===== src/common/aspc_pkg.sv =====
/*
  Shared constants and types for the converter serial port and configuration control block.
  Assumes a single 40 MHz system clock. All pins from outside that clock are synchronised first.
*/
package aspc_pkg;

  // widths
  localparam int RES_BITS = 16;
  localparam int CFG_BITS = 8;
  localparam int SYNC_BITS = 15;
  localparam int PIN_HI_BASE = 11;

  // values after reset
  localparam logic [CFG_BITS-1:0]  CFG_RESET  = 8'h00;
  localparam logic [RES_BITS-1:0]  RES_RESET  = 16'h0000;
  localparam logic [SYNC_BITS-1:0] SYNC_RESET = 15'h4180;

  // serial configuration word fields
  localparam int CFG_WIDE_POS    = 0;
  localparam int CFG_BIPOLAR_POS = 1;
  localparam int CFG_POL_POS     = 2;
  localparam int CFG_RDC_POS     = 3;

  // cycle and bit counts
  localparam logic [3:0] CFG_CNT_FULL = 4'h8;
  localparam logic [4:0] RES_CNT_LAST = 5'h0F;
  localparam logic [1:0] MCLK_HALF    = 2'h1;

  // synchroniser lane positions
  localparam int SY_SERPAR  = 0;
  localparam int SY_CLKSRC  = 1;
  localparam int SY_POL     = 2;
  localparam int SY_INV     = 3;
  localparam int SY_RDC     = 4;
  localparam int SY_BIPOLAR = 5;
  localparam int SY_WIDE    = 6;
  localparam int SY_CS_N    = 7;
  localparam int SY_RD_N    = 8;
  localparam int SY_RESET   = 9;
  localparam int SY_SCLK    = 10;
  localparam int SY_CFGSRC  = 11;
  localparam int SY_CFGDAT  = 12;
  localparam int SY_CFGCLK  = 13;
  localparam int SY_CFGCS_N = 14;

  typedef enum logic [1:0] {
    RANGE_0_5,
    RANGE_0_10,
    RANGE_PM5,
    RANGE_PM10
  } aspc_range_type;

  typedef enum logic [1:0] {
    RD_IDLE,
    RD_MASTER,
    RD_SLAVE
  } aspc_rd_state_type;

endpackage


===== src/common/aspc_cfg_if.sv =====
/*
  Carrier between the top block and the serial configuration port.
  Assumes all signals are already synchronised to the system clock.
*/
`timescale 1ns/1ps
interface aspc_cfg_if;
  logic                          sclk;
  logic                          sdata;
  logic                          cs_n;
  logic                          enable;
  logic                          invert;
  logic                          clear;
  logic [aspc_pkg::CFG_BITS-1:0] word;

  modport top (output sclk, output sdata, output cs_n, output enable,
               output invert, output clear, input word);
  modport cfg (input sclk, input sdata, input cs_n, input enable,
               input invert, input clear, output word);
endinterface


===== src/design/aspc_sync.sv =====
/*
  Two flip-flop synchroniser bank with a per-lane value after reset.
  Assumes inputs are asynchronous to clock; only the second stage is read.
*/
`timescale 1ns/1ps
module aspc_sync #(
  parameter int                   WIDTH = 1,
  parameter logic [WIDTH-1:0]     INIT  = '0
) (
  input  wire logic             clock,
  input  wire logic             reset_n,
  input  wire logic [WIDTH-1:0] async_in,
  output logic      [WIDTH-1:0] sync_out
);

  typedef struct packed {
    logic [WIDTH-1:0] s1;
    logic [WIDTH-1:0] s2;
  } aspc_sync_type;

  aspc_sync_type st_r;
  aspc_sync_type st_nxt;

  always_comb begin
    st_nxt.s1 = async_in;
    st_nxt.s2 = st_r.s1;
  end

  always_ff @(posedge clock or negedge reset_n) begin
    if (!reset_n) begin
      st_r <= '{s1: INIT, s2: INIT};
    end else begin
      st_r <= st_nxt;
    end
  end

  assign sync_out = st_r.s2;

endmodule


===== src/design/aspc_cfg_port.sv =====
/*
  Serial configuration port: shifts the word in, MSB first, on the selected clock edge.
  Assumes synchronised inputs via the carrier; the word is committed when chip select releases.
*/
`timescale 1ns/1ps
module aspc_cfg_port (
  input  wire logic clock,
  input  wire logic reset_n,
  aspc_cfg_if.cfg   cfg_if
);

  typedef struct packed {
    logic                          sclk_q;
    logic                          cs_q;
    logic [3:0]                    cnt;
    logic [aspc_pkg::CFG_BITS-1:0] shreg;
    logic [aspc_pkg::CFG_BITS-1:0] word;
  } aspc_cfg_type;

  aspc_cfg_type st_r;
  aspc_cfg_type st_nxt;
  logic         edge_hit;

  always_comb begin
    st_nxt = st_r;
    st_nxt.sclk_q = cfg_if.sclk;
    st_nxt.cs_q = cfg_if.cs_n;
    // edge choice follows the invert pin
    edge_hit = cfg_if.invert ? (st_r.sclk_q & ~cfg_if.sclk) : (~st_r.sclk_q & cfg_if.sclk);
    if (cfg_if.enable && !cfg_if.cs_n && edge_hit) begin
      st_nxt.shreg = {st_r.shreg[aspc_pkg::CFG_BITS-2:0], cfg_if.sdata};
      if (st_r.cnt != aspc_pkg::CFG_CNT_FULL) begin
        st_nxt.cnt = st_r.cnt + 4'h1;
      end
    end
    // short frames are dropped so a torn write never half-updates the word
    if (!st_r.cs_q && cfg_if.cs_n) begin
      if (st_r.cnt == aspc_pkg::CFG_CNT_FULL) begin
        st_nxt.word = st_r.shreg;
      end
      st_nxt.cnt = 4'h0;
    end
    if (cfg_if.clear) begin
      st_nxt.word = aspc_pkg::CFG_RESET;
      st_nxt.shreg = aspc_pkg::CFG_RESET;
      st_nxt.cnt = 4'h0;
    end
  end

  always_ff @(posedge clock or negedge reset_n) begin
    if (!reset_n) begin
      st_r <= '{sclk_q: 1'b0, cs_q: 1'b1, cnt: 4'h0,
                shreg: aspc_pkg::CFG_RESET, word: aspc_pkg::CFG_RESET};
    end else begin
      st_r <= st_nxt;
    end
  end

  assign cfg_if.word = st_r.word;

endmodule


===== src/design/aspc_port_ctrl.sv =====
/*
  Converter digital interface control: serial result framing, read error flag, configuration
  source select, busy indicator, range decode and output bus gating.
  Assumes conversion core strobes are on clock; every pin input passes a synchroniser first.
*/
`timescale 1ns/1ps
module aspc_port_ctrl (
  input  wire logic                          clock,
  input  wire logic                          reset_n,
  input  wire logic                          serial_parallel_sel,
  input  wire logic                          clock_source_sel,
  input  wire logic                          frame_polarity_sel,
  input  wire logic                          clk_invert_sel,
  input  wire logic                          read_during_conv_sel,
  input  wire logic                          bipolar_sel,
  input  wire logic                          range_wide_sel,
  input  wire logic                          cs_n,
  input  wire logic                          rd_n,
  input  wire logic                          dev_reset,
  input  wire logic                          serial_result_clk_in,
  input  wire logic [4:0]                    pin_hi_in,
  input  wire logic                          conv_start,
  input  wire logic                          conv_done,
  input  wire logic                          result_load,
  input  wire logic [aspc_pkg::RES_BITS-1:0] conv_result,
  output logic                               busy,
  output logic                               frame_sync,
  output logic                               serial_result_out,
  output logic                               serial_result_out_oe_n,
  output logic                               serial_result_clk_out,
  output logic                               serial_result_clk_oe_n,
  output logic                               read_incomplete_flag,
  output logic [aspc_pkg::RES_BITS-1:0]      data_out,
  output logic [aspc_pkg::RES_BITS-1:0]      data_oe_n,
  output aspc_pkg::aspc_range_type           range_sel,
  output logic                               read_after_conv,
  output logic                               conv_abort,
  output logic [aspc_pkg::CFG_BITS-1:0]      cfg_word
);

  typedef struct packed {
    aspc_pkg::aspc_rd_state_type   rd_st;
    logic [aspc_pkg::RES_BITS-1:0] shreg;
    logic [aspc_pkg::RES_BITS-1:0] result;
    logic [4:0]                    cnt;
    logic [1:0]                    div;
    logic                          mclk;
    logic                          sclk_q;
    logic                          read_q;
    logic                          rst_q;
    logic                          busy;
    logic                          busy_hold;
    logic                          frame;
    logic                          sdo;
    logic                          sdo_oe_n;
    logic                          mclk_oe_n;
    logic                          err;
    logic                          abort;
    logic [aspc_pkg::RES_BITS-1:0] bus;
    logic [aspc_pkg::RES_BITS-1:0] bus_oe_n;
    aspc_pkg::aspc_range_type      range;
    logic                          rac;
  } aspc_port_type;

  aspc_port_type                  st_r;
  aspc_port_type                  st_nxt;
  logic [aspc_pkg::SYNC_BITS-1:0] pins_async;
  logic [aspc_pkg::SYNC_BITS-1:0] pins;
  logic                           serial_mode;
  logic                           slave_mode;
  logic                           master_mode;
  logic                           hw_cfg;
  logic                           pol_eff;
  logic                           rdc_eff;
  logic                           read_en;
  logic                           sclk_gated;
  logic                           sclk_edge;
  logic                           rst_fall;
  logic                           master_go;
  logic                           mclk_fall;
  logic [aspc_pkg::RES_BITS-1:0]  load_word;
  logic [aspc_pkg::RES_BITS-1:0]  bus_val;
  logic [aspc_pkg::RES_BITS-1:0]  bus_en_n;

  aspc_cfg_if cfg_if ();

  assign pins_async = {pin_hi_in[4:1], serial_result_clk_in, dev_reset, rd_n, cs_n,
                       range_wide_sel, bipolar_sel, read_during_conv_sel, clk_invert_sel,
                       frame_polarity_sel, clock_source_sel, serial_parallel_sel};

  // every outside pin is resynchronised before use
  aspc_sync #(
    .WIDTH (aspc_pkg::SYNC_BITS),
    .INIT  (aspc_pkg::SYNC_RESET)
  ) u_sync (
    .clock    (clock),
    .reset_n  (reset_n),
    .async_in (pins_async),
    .sync_out (pins)
  );

  aspc_cfg_port u_cfg (
    .clock   (clock),
    .reset_n (reset_n),
    .cfg_if  (cfg_if.cfg)
  );

  assign serial_mode = pins[aspc_pkg::SY_SERPAR];
  assign slave_mode  = serial_mode & pins[aspc_pkg::SY_CLKSRC];
  assign master_mode = serial_mode & ~pins[aspc_pkg::SY_CLKSRC];
  assign hw_cfg      = pins[aspc_pkg::SY_CFGSRC];
  assign read_en     = ~pins[aspc_pkg::SY_CS_N] & ~pins[aspc_pkg::SY_RD_N];

  // config port sees its own select only; chip select does not gate it
  assign cfg_if.sclk   = pins[aspc_pkg::SY_CFGCLK];
  assign cfg_if.sdata  = pins[aspc_pkg::SY_CFGDAT];
  assign cfg_if.cs_n   = pins[aspc_pkg::SY_CFGCS_N];
  assign cfg_if.enable = serial_mode & ~hw_cfg;
  assign cfg_if.invert = pins[aspc_pkg::SY_INV];
  assign cfg_if.clear  = rst_fall;

  always_comb begin
    st_nxt = st_r;
    load_word = st_r.result;
    bus_val = '0;
    bus_en_n = '1;
    // pin or serial word source
    pol_eff = hw_cfg ? pins[aspc_pkg::SY_POL] : cfg_if.word[aspc_pkg::CFG_POL_POS];
    rdc_eff = hw_cfg ? pins[aspc_pkg::SY_RDC] : cfg_if.word[aspc_pkg::CFG_RDC_POS];
    // range code is just {bipolar, wide}
    if (hw_cfg || !serial_mode) begin
      st_nxt.range = aspc_pkg::aspc_range_type'({pins[aspc_pkg::SY_BIPOLAR],
                                                 pins[aspc_pkg::SY_WIDE]});
    end else begin
      st_nxt.range = aspc_pkg::aspc_range_type'(
        {cfg_if.word[aspc_pkg::CFG_BIPOLAR_POS], cfg_if.word[aspc_pkg::CFG_WIDE_POS]});
    end
    st_nxt.rac = ~rdc_eff;

    // slave clock only counts while chip select is low
    sclk_gated = pins[aspc_pkg::SY_SCLK] & ~pins[aspc_pkg::SY_CS_N];
    st_nxt.sclk_q = sclk_gated;
    sclk_edge = pins[aspc_pkg::SY_INV] ? (st_r.sclk_q & ~sclk_gated)
                                       : (~st_r.sclk_q & sclk_gated);
    st_nxt.read_q = read_en;

    // reset pin: abort while high, clear on release
    st_nxt.rst_q = pins[aspc_pkg::SY_RESET];
    st_nxt.abort = pins[aspc_pkg::SY_RESET];
    rst_fall = st_r.rst_q & ~pins[aspc_pkg::SY_RESET];

    st_nxt.err = 1'b0;
    if (result_load) begin
      st_nxt.result = conv_result;
      load_word = conv_result;
    end

    // busy rises on start, falls once the result register is loaded
    if (conv_start) begin
      st_nxt.busy = 1'b1;
    end else if (result_load) begin
      // master read-after-convert keeps busy over the readout
      st_nxt.busy_hold = master_mode & ~rdc_eff;
      st_nxt.busy = master_mode & ~rdc_eff;
    end

    // master clock runs free during a readout; half period is MCLK_HALF+1 cycles
    mclk_fall = 1'b0;
    if (st_r.rd_st == aspc_pkg::RD_MASTER) begin
      if (st_r.div == aspc_pkg::MCLK_HALF) begin
        st_nxt.div = 2'h0;
        st_nxt.mclk = ~st_r.mclk;
        mclk_fall = st_r.mclk;
      end else begin
        st_nxt.div = st_r.div + 2'h1;
      end
    end else begin
      st_nxt.div = 2'h0;
      st_nxt.mclk = 1'b0;
    end

    // read-after-convert starts on load, read-during-convert on the next start
    master_go = master_mode & ((result_load & ~rdc_eff) | (conv_start & rdc_eff));

    case (st_r.rd_st)
      aspc_pkg::RD_IDLE: begin
        st_nxt.frame = pol_eff;
        if (master_go) begin
          st_nxt.rd_st = aspc_pkg::RD_MASTER;
          st_nxt.shreg = load_word;
          st_nxt.sdo = load_word[aspc_pkg::RES_BITS-1];
          st_nxt.cnt = 5'h00;
          st_nxt.frame = ~pol_eff;
        end else if (slave_mode && read_en && !st_r.read_q) begin
          st_nxt.rd_st = aspc_pkg::RD_SLAVE;
          st_nxt.shreg = st_r.result;
          st_nxt.sdo = st_r.result[aspc_pkg::RES_BITS-1];
          st_nxt.cnt = 5'h00;
        end
      end
      aspc_pkg::RD_MASTER: begin
        st_nxt.frame = ~pol_eff;
        if (mclk_fall) begin
          if (st_r.cnt == aspc_pkg::RES_CNT_LAST) begin
            st_nxt.rd_st = aspc_pkg::RD_IDLE;
            st_nxt.frame = pol_eff;
            st_nxt.busy_hold = 1'b0;
            if (st_r.busy_hold && !conv_start) begin
              st_nxt.busy = 1'b0;
            end
          end else begin
            st_nxt.cnt = st_r.cnt + 5'h01;
            st_nxt.shreg = {st_r.shreg[aspc_pkg::RES_BITS-2:0], 1'b0};
            st_nxt.sdo = st_r.shreg[aspc_pkg::RES_BITS-2];
          end
        end
      end
      aspc_pkg::RD_SLAVE: begin
        st_nxt.frame = pol_eff;
        if (conv_done) begin
          // pending data is lost; a cut read never resumes mid-word
          st_nxt.rd_st = aspc_pkg::RD_IDLE;
          st_nxt.err = 1'b1;
        end else if (sclk_edge) begin
          if (st_r.cnt == aspc_pkg::RES_CNT_LAST) begin
            st_nxt.rd_st = aspc_pkg::RD_IDLE;
          end else begin
            st_nxt.cnt = st_r.cnt + 5'h01;
            st_nxt.shreg = {st_r.shreg[aspc_pkg::RES_BITS-2:0], 1'b0};
            st_nxt.sdo = st_r.shreg[aspc_pkg::RES_BITS-2];
          end
        end
      end
      default: begin
        st_nxt.rd_st = aspc_pkg::RD_IDLE;
      end
    endcase

    if (!serial_mode) begin
      st_nxt.rd_st = aspc_pkg::RD_IDLE;
      st_nxt.busy_hold = 1'b0;
    end

    // serial data pin driven only under chip select and read
    st_nxt.sdo_oe_n = ~(serial_mode & read_en);
    st_nxt.mclk_oe_n = ~master_mode;

    // parallel word, or in serial slave mode only the error flag on the bit 11 pin
    if (!serial_mode) begin
      bus_val = st_nxt.result;
      bus_en_n = {aspc_pkg::RES_BITS{~read_en}};
    end else if (slave_mode) begin
      bus_val[aspc_pkg::PIN_HI_BASE] = st_nxt.err;
      bus_en_n[aspc_pkg::PIN_HI_BASE] = 1'b0;
    end

    if (pins[aspc_pkg::SY_RESET]) begin
      // conversion abort; no readout survives it
      st_nxt.rd_st = aspc_pkg::RD_IDLE;
      st_nxt.busy = 1'b0;
      st_nxt.busy_hold = 1'b0;
    end
    if (rst_fall) begin
      st_nxt.result = aspc_pkg::RES_RESET;
      st_nxt.shreg = aspc_pkg::RES_RESET;
      st_nxt.sdo = 1'b0;
      bus_val = aspc_pkg::RES_RESET;
    end
    st_nxt.bus = bus_val;
    st_nxt.bus_oe_n = bus_en_n;
  end

  always_ff @(posedge clock or negedge reset_n) begin
    if (!reset_n) begin
      st_r <= '{rd_st: aspc_pkg::RD_IDLE, shreg: aspc_pkg::RES_RESET,
                result: aspc_pkg::RES_RESET, cnt: 5'h00, div: 2'h0, mclk: 1'b0,
                sclk_q: 1'b0, read_q: 1'b0, rst_q: 1'b0, busy: 1'b0, busy_hold: 1'b0,
                frame: 1'b0, sdo: 1'b0, sdo_oe_n: 1'b1, mclk_oe_n: 1'b1, err: 1'b0,
                abort: 1'b0, bus: aspc_pkg::RES_RESET, bus_oe_n: 16'hFFFF,
                range: aspc_pkg::RANGE_0_5, rac: 1'b1};
    end else begin
      st_r <= st_nxt;
    end
  end

  // upper pins: data bits in parallel mode, flag or inputs in serial mode
  genvar gi;
  generate
    for (gi = aspc_pkg::PIN_HI_BASE; gi < aspc_pkg::RES_BITS; gi++) begin : g_hi
      assign data_out[gi]  = st_r.bus[gi];
      assign data_oe_n[gi] = st_r.bus_oe_n[gi];
    end
  endgenerate

  assign data_out[aspc_pkg::PIN_HI_BASE-1:0]  = st_r.bus[aspc_pkg::PIN_HI_BASE-1:0];
  assign data_oe_n[aspc_pkg::PIN_HI_BASE-1:0] = st_r.bus_oe_n[aspc_pkg::PIN_HI_BASE-1:0];
  assign busy                   = st_r.busy;
  assign frame_sync             = st_r.frame;
  assign serial_result_out      = st_r.sdo;
  assign serial_result_out_oe_n = st_r.sdo_oe_n;
  assign serial_result_clk_out  = st_r.mclk;
  assign serial_result_clk_oe_n = st_r.mclk_oe_n;
  assign read_incomplete_flag   = st_r.err;
  assign range_sel              = st_r.range;
  assign read_after_conv        = st_r.rac;
  assign conv_abort             = st_r.abort;
  assign cfg_word               = cfg_if.word;

endmodule


===== config.mk =====
export PLATFORM = sky130hd
export DESIGN_NAME = aspc_port_ctrl
export DESIGN_NICKNAME = d
export VERILOG_FILES = /design/src/common/aspc_pkg.sv /design/src/common/aspc_cfg_if.sv /design/src/design/aspc_sync.sv /design/src/design/aspc_cfg_port.sv /design/src/design/aspc_port_ctrl.sv
export SDC_FILE = /design/constraint.sdc
export NUM_CORES = 1
export LEC_CHECK = 0
export ABC_AREA = 1
export BUFFER_PORTS_ARGS = -buffer_cell sky130_fd_sc_hd__buf_2
export CORE_ASPECT_RATIO = 2
export CORE_UTILIZATION = 50
export CTS_BUF_LIST = sky130_fd_sc_hd__clkbuf_4
export DETAILED_ROUTE_END_ITERATION = 10
export PLACE_DENSITY = 0.71
export RECOVER_POWER = 50
export REMOVE_ABC_BUFFERS = 1
export SLEW_MARGIN = 10
export SYNTH_ARGS = -nofsm -noshare
export SYNTH_HDL_FRONTEND = slang
export SYNTH_HIERARCHICAL = 1
export SYNTH_SLANG_ARGS = --single-unit
export TNS_END_PERCENT = 50

===== constraint.sdc =====
create_clock -name clock -period 2 [get_ports clock]
set_input_delay 0.2 -clock clock [delete_from_list [all_inputs] [get_ports clock]]
set_output_delay 0.2 -clock clock [all_outputs]
set_load 0.02 [all_outputs]

==> results.md, run 1 <==
* Outcome: finished, final reports clean
* Final max-slew violation count at 0
* Critical path's largest stage delay at 410 ps
* Post-layout net count at 798
* Iter 0 DRT Violations at 240
* Top achievable clock speed at 0.560 GHz
* First-pass GRT wire length at 20700 um
* Worst IR Drop VDD at 0.000596 V
* Maximum clock path buffer count at 2
* Post-synth cell types at 36
* Largest net degree at the start of global routing at 45
* Total non-filler cell area in the finished layout at 6600 um^2
* Proportion of layout cells with a drive suffix above 1 at 23.5%
* Required time at the endpoint of the critical path at 2410 ps
* Mean instance size in the synthesized netlist at 8.65 um^2
* Initial Util at 51.4%
* Transition time at the pin with the least slew margin at 879 ps
* First-pass iteration count of the detailed router at 5
* Crit path arrival time at 2200 ps
* Buffers on Ports at 86
* Worst hold slack at 36.9 ps
* Clock period minus final worst setup slack at 1790 ps
* Unrepaired setup endpoints after global routing: no
* Cells along the critical path: ha_1, inv_1, nor2_1, ha_2, inv_1, nor2_1, o21ai_0, nand3_1, nand2_1, nand2_1, nand2_1
* Io pins at 88
* Area of the core at 11400 um^2
* Source of the critical timing path: st_r[49]
* H-tree level count at 4
* Post-synthesis sequential area ratio at 53.4%
* Cells after synthesis at 675
* Endpoint type of the worst setup path: register
* Leakage at 3.48 nW
* Die width at 78.4 um
* Worst min-delay path startpoint: conv_result[9]
* Number of hold violations in the final report at 0
* Die outline area at 12100 um^2
* Peak fanout along the critical path at 6
* Master cell of the clock root buffer: clkbuf_4
* Count of warnings emitted by yosys at 6
* Total via count after detailed routing at 4480
* Y dimension of the die at 155 um
* CP Launch Type: register
* Part of the cycle the worst path needs at 89.4%
* Maximum clock skew at final layout at 20.6 ps
* Number of cell rows at 55
* Total global routing overflow at 0
* Total routing resource utilization after global routing at 22.1%
* Synth Register Bits at 124
* Detail-routed net length per standard cell at 13.7 um
* Area growth, synth to finish at 13.0%
* Placed standard-cell area at 6120 um^2
* Mapped cell area at 5840 um^2
* Max cap viols at 0
* Pwr/cell area at 833 nW/um^2
* Vias in the first global route at 4521
* TNS Setup at 0 ps
* Source-to-sink clock delay at the later pin of the worst-skew pair at 510 ps
* Most common cell type on the critical path: nand2_1
* Clock slew at reported path FFs at 110 ps
* Min-delay worst type: input pin to register
* Remaining antenna violation count after routing at 0
* Share of the core filled with cells at 58.1%
* Cts bufs inserted at 17
* Estimated wirelength of the detail-placed design at 8940 um
* Remaining max-slew budget at the tightest pin at 41.4%
* Final Setup Violations at 0
* Clk sink count at 124
* Crit Reg-Reg Startpoint: st_r[49]
* Mean number of vias per cell at 4.93
* Classification of the worst setup path: register to register
* Highest-delay cell along the critical path: dfrtp_1
* Initial antenna violation count at 1
* CTS tree: built
* GPL Wtd Cong at 0.902
* Routed WL at 12400 um
* DRC violations left at 0
placed cells by master, fill, tap and decap left out, types with 2 or more instances in the layout:
cell             n
nand2_1        195
dfrtp_1        112
buf_2           85
inv_1           66
nand3_1         54
nor2_1          52
o21ai_0         29
clkbuf_4        22
dlygate4sd3_1   18
nor3_1          17
buf_4           13
dfstp_2         10
inv_2            9
o21ai_1          8
nand3_2          8
nand4_1          6
a21oi_1          6
ha_1             6
nand2_2          5
clkinv_1         4
or2_2            3
nor2_4           3
nor2_2           3
bufinv_16        3
clkinv_2         3
clkbuf_2         3
a22oi_1          2
ha_2             2
o21ai_2          2
dfstp_1          2
per-stage QoR:
stage                     total power, mW  instances  setup slack [ps]
after floorplan                      3.41        612              22.2
final                                5.50        909               213
after detailed placement             3.74        856               100
after global placement               3.71        856               138
after CTS                            5.55        906              75.6
after global routing                 5.78        909              1.32
routing by layer:
layer | global-route usage, % | up-vias | part of all wire, %
met5 | 0 | - | 0
met4 | 12.0 | 0 | 3.3
met3 | 4.13 | 28 | 3.0
met2 | 39.8 | 94 | 55
met1 | 24.0 | 2127 | 39
li1 | - | 2231 | -
state kept, by name (all words and copies together) (netlist names), 2 cells and up:
signal,count
u_cfg/st_r,14
u_sync/sync_out,15
range_sel,2
st_r,43
u_sync/st_nxt,15
data_oe_n,2
data_out,16
u_cfg/cfg_if.word,8
layout make-up:
| cell class | instances | area [um^2] |
|---|---|---|
| fill | 1053 | 4760 |
| sequential | 124 | 3120 |
| multi-input combinational | 413 | 1980 |
| timing repair buffer | 122 | 749 |
| inverter | 75 | 282 |
| tap | 142 | 178 |
| clock buffer | 21 | 158 |
| clock inverter | 11 | 128 |
| antenna | 1 | 2.50 |
kinds of logic (layout without fill, tap and decap cells):
kind of cell,Yosys count,count (layout),share of synthesized area [%]
AND/OR/NAND/NOR,351,351,26.9
buffers and inverters,138,229,12.6
flip-flops,124,124,53.4
AO/OA/AOI/OAI,53,53,5.19
adder cells (fa/ha/maj),8,8,1.71
XOR/XNOR,1,1,0.150
other,0,1,0
report_power, final:
part           leakage [nW]  internal [mW]  total (mW)  switching (mW)
combinational          1.77          0.316       0.876           0.560
clock                 0.157          0.900        1.76           0.863
sequential             1.55           2.73        2.86           0.125
worst max-delay path: cells and delay by family, from the launching register on:
| family | cells | cell delay, ps |
|---|---|---|
| AOI/OAI and AO/OA | 1 | 110 |
| adders and majority gates | 2 | 420 |
| buffers and inverters | 2 | 140 |
| DFF | 1 | 410 |
| and+or+nand+nor | 6 | 610 |
timing repair:
action                                  4_1_cts  5_1_grt
endpoints found under the setup margin        0       22
setup buffers                                 0        2
hold buffers                                 18        0
resized for setup                             0        2
hold endpoints to repair                     47        0
Yosys cell counts (all sizes together):
cell,number,area [um^2]
a21oi,6,30.0
ha,8,100
or2,3,18.8
nor3,17,85.1
nand2,200,763
buf,55,427
nand4,7,50.1
o21a,1,7.51
nor4,1,6.26
nand3b,1,7.51
xor2,1,8.76
a211oi,1,7.51
dfrtp,112,2800
dfstp,12,315
nand3,63,368
o21bai,1,7.51
a22o,1,8.76
inv,75,282
o211ai,1,7.51
nor2,59,270
o21ai,40,219
a22oi,2,15.0
clkbuf,8,30.0
final timing paths:
check,end,slack (ps),cells past startpoint
worst max-delay path,frame_sync,210,11
worst min-delay path,st_r[63],40,3
worst max register to register,frame_sync,210,11
worst min register to register,u_sync/sync_out[5],340,0
max in group asynchronous,st_r[67],460,3
min in group asynchronous,u_cfg/st_r[12],330,2
No activity file was read; power rests on OpenSTA's default activity.
==> run 2: changes to the inputs <==
--- a/config.mk
+++ b/config.mk
@@ -11,7 +11,7 @@
 export CORE_UTILIZATION = 50
 export CTS_BUF_LIST = sky130_fd_sc_hd__clkbuf_4
 export DETAILED_ROUTE_END_ITERATION = 10
-export PLACE_DENSITY = 0.71
+export PLACE_DENSITY = 0.74
 export RECOVER_POWER = 50
 export REMOVE_ABC_BUFFERS = 1
 export SLEW_MARGIN = 10
==> constraint.sdc (replaced) <==
create_clock -name clock -period 1.46 [get_ports clock]
set_input_delay 0.146 -clock clock [delete_from_list [all_inputs] [get_ports clock]]
set_output_delay 0.146 -clock clock [all_outputs]
set_load 0.02 [all_outputs]
==> run 2 against run 1 <==
  * The flow now finishes with violations (setup timing)
  * Sequential share of layout area is 5.9 points lower
  * Combinational power is 78% higher
  * Flip-flop and latch count did not move
  * Non-clock buffer count is 66 higher
  * Register-to-register slack got worse by 410 ps
  * Cell count rose by 7.3%
  * Cell area rose by 14%
  * Maximum frequency rose by 7.6%
  * Critical path depth did not move
  * Clock power increased by 29%
  * Die area is the same
  * Critical endpoint is now st_r[81]
  * Largest cell class unchanged
  * Highest routed layer unchanged
==> results.md, run 2 (synthesized netlist as in run 1, its figures left out) <==
* Sum of met3 wire segment lengths after detailed routing at 497 um (was 368 um)
* Initial antenna violation count at 1 (unchanged)
* Maximum clock path buffer count at 2 (unchanged)
* Clock share of power at 29.2% (was 32.1%)
* Source-to-sink clock delay at the later pin of the worst-skew pair at 510 ps (about the same)
* Highest-delay cell along the critical path: dfrtp_1 (unchanged)
* Worst IR Drop VDD at 0.00116 V (was 0.000596 V)
* Most frequent standard cell in the layout excluding fill and tap cells: nand2_1 (unchanged)
* GPL Wtd Cong at 0.890 (was 0.902)
* Mean number of vias per cell at 5.01 (was 4.93)
* Outcome: finished, violations left (was finished, final reports clean)
* Most frequent cells in the layout: nand2_1 (163), dfrtp_1 (111), buf_2 (71), buf_4 (71), inv_1 (60) (was nand2_1 (195), dfrtp_1 (112), buf_2 (85))
* Pwr/cell area at 1030 nW/um^2 (was 833 nW/um^2)
* Area growth, synth to finish at 29.1% (was 13.0%)
* Remaining max-slew budget at the tightest pin at 23.7% (was 41.4%)
* Met1 wire length at 4900 um (was 4810 um)
* Leakage at 3.91 nW (was 3.48 nW)
* Total global routing overflow at 0 (unchanged)
* Die outline area at 12100 um^2 (unchanged)
* Iter 0 DRT Violations at 267 (was 240)
* Number of cell rows at 55 (unchanged)
* Cells along the critical path: ha_2, inv_2, nor2_4, ha_4, nand3_4, nand2_2, inv_2, nand4_4, buf_12, nand2_1, nand2_1 (was ha_1, inv_1, nor2_1, ha_2, inv_1, nor2_1, o21ai_0, nand3_1, nand2_1, nand2_1, nand2_1)
* Top achievable clock speed at 0.602 GHz (was 0.560 GHz)
* Proportion of layout cells with a drive suffix above 1 at 36.5% (was 23.5%)
* First-pass iteration count of the detailed router at 4 (was 5)
* Required time at the endpoint of the critical path at 1860 ps (was 2410 ps)
* Min-Delay Endpoint: st_r[41] (was st_r[63])
* Critical path's largest stage delay at 420 ps (was 410 ps)
* Remaining antenna violation count after routing at 0 (unchanged)
* Total of fill cells in the finished design at 934 (was 1053)
* Clock slew at reported path FFs at 120 ps (was 110 ps)
* Crit Reg-Reg Startpoint: st_r[49] (unchanged)
* Unrepaired setup endpoints after global routing: yes (was no)
* Number of hold violations in the final report at 0 (unchanged)
* Post-layout net count at 864 (was 798)
* CP Launch Type: register (unchanged)
* Transition time at the pin with the least slew margin at 1140 ps (was 879 ps)
* Peak fanout along the critical path at 8 (was 6)
* DRC violations left at 0 (unchanged)
* Part of the power in combinational logic at 20.1% (was 15.9%)
* Capturing point of the worst reg2reg path: st_r[81] (was frame_sync)
* Master cell of the clock root buffer: clkbuf_4 (unchanged)
* Final max-slew violation count at 0 (unchanged)
* First-pass GRT wire length at 22600 um (was 20700 um)
* Classification of the worst setup path: register to register (unchanged)
* Endpoint type of the worst setup path: register (unchanged)
* H-tree level count at 4 (unchanged)
* Total routing resource utilization after global routing at 24.3% (was 22.1%)
* Highest Signal Layer: met4 (unchanged)
* Cts bufs inserted at 17 (unchanged)
* Vias in the first global route at 5026 (was 4521)
* Cell count of the worst hold path at 3 (unchanged)
* Clk sink count at 124 (unchanged)
* Estimated wirelength of the detail-placed design at 9320 um (was 8940 um)
* Routed WL at 13800 um (was 12400 um)
* Clock period minus final worst setup slack at 1660 ps (was 1790 ps)
* Biggest register: st_r (unchanged)
* Buffers on Ports at 86 (unchanged)
* Maximum clock skew at final layout at 17.2 ps (was 20.6 ps)
* Max cap viols at 0 (unchanged)
* Final Setup Violations at 40 (was 0)
* Met2 WL post-DR at 7870 um (was 6850 um)
* Delay-heaviest family, CP: simple AND/OR/NAND/NOR gates (unchanged)
* Worst r2r path cells at 11 (unchanged)
* Buffers and inverters on the worst path at 3 (was 2)
* Area of the core at 11400 um^2 (unchanged)
* Min-delay worst type: input pin to register (unchanged)
* CTS tree: built (unchanged)
* Worst min-delay path startpoint: result_load (was conv_result[9])
* Worst Setup Slack, final at -201 ps (was 213 ps)
* Die width at 78.4 um (unchanged)
* Y dimension of the die at 155 um (unchanged)
* Power dissipated by switching net loads at 2.37 mW (was 1.55 mW)
* Internal power contribution at 5.40 mW (was 3.95 mW)
* Largest register FFs at 43 (unchanged)
* Io pins at 88 (unchanged)
* Total via count after detailed routing at 4886 (was 4480)
* Net switching fraction of the power at 30.5% (was 28.2%)
* Crit path arrival time at 2060 ps (was 2200 ps)
* Setup slack, reg-to-reg at -200 ps (was 210 ps)
* Initial Util at 51.4% (unchanged)
* Share of total power in sequential cells at 50.7% (was 52.0%)
* Largest net degree at the start of global routing at 73 (was 45)
* Detail-routed net length per standard cell at 14.2 um (was 13.7 um)
* Post-Place Worst Slack at -285 ps (was 100 ps)
* Total power consumption of the routed design at 7.77 mW (was 5.50 mW)
* Failing checks: setup timing
* Part of the cycle the worst path needs at 114% (was 89.4%)
## run 2: cell type report
class,instances,area [um^2],area share (%)
sequential,124,3120,41.4
multi-input combinational,413,2260,30.0
timing repair buffer,188,1420,18.8
inverter,75,297,3.94
tap,142,178,2.36
clock buffer,18,135,1.79
clock inverter,14,128,1.69
antenna,1,2.50,0.0332
## run 2: worst min-delay path: cells and delay by family
| family | cells | cell delay, ps |
|---|---|---|
| compound gates | 1 | 180 |
| buf+inv | 1 | 140 |
| simple gates | 1 | 70 |
## run 2: how the worst max path moves through the flow
stage / cells past startpoint / end / start
floorplan: 7 / st_r[71] / conv_abort
global placement: 8 / st_r[53] / st_r[87]
detailed placement: 11 / st_r[83] / st_r[49]
CTS: 13 / st_r[72] / st_r[49]
global route: 12 / st_r[75] / st_r[49]
finish: 11 / st_r[81] / st_r[49]
## run 2: layer usage
layer / global-route usage [%] / vias up
li1: - / 2371
met1: 24.3 / 2357
met2: 45.1 / 122
met3: 4.72 / 36
met4: 14.8 / 0
met5: 0 / -
## run 2: power groups by stage
stage / logic, mW / clock network (mW) / registers (mW)
after floorplan: 0.621 / 0 / 4.05
after global placement: 1.29 / 0 / 3.97
after detailed placement: 1.33 / 0 / 3.98
after CTS: 1.46 / 2.34 / 3.92
after global routing: 1.72 / 2.47 / 3.97
final: 1.56 / 2.27 / 3.94
## run 2: per-stage QoR
| stage | utilization [%] | hold WS, ps | setup TNS, ps | area (um^2) | std cells |
|---|---|---|---|---|---|
| 2_1_floorplan | - | -150 | -18600 | 5380 | 612 |
| 3_3_place_gp | 58.0 | 171 | -6130 | 6590 | 908 |
| 3_5_place_dp | 58.0 | 173 | -7880 | 6590 | 908 |
| 4_1_cts | 63.9 | 4.05 | -6210 | 7250 | 971 |
| 5_1_grt | 66.3 | 30.4 | -8170 | 7530 | 975 |
| 6_report | 66.3 | 65.7 | -4240 | 7530 | 975 |
## run 2: repair_timing
action,in CTS,in global routing
pin swaps,20,22
gates cloned,1,1
setup endpoints to repair,54,60
hold buffers,22,0
setup buffers,8,4
resized for setup,37,90
endpoints found under the hold margin,150,0
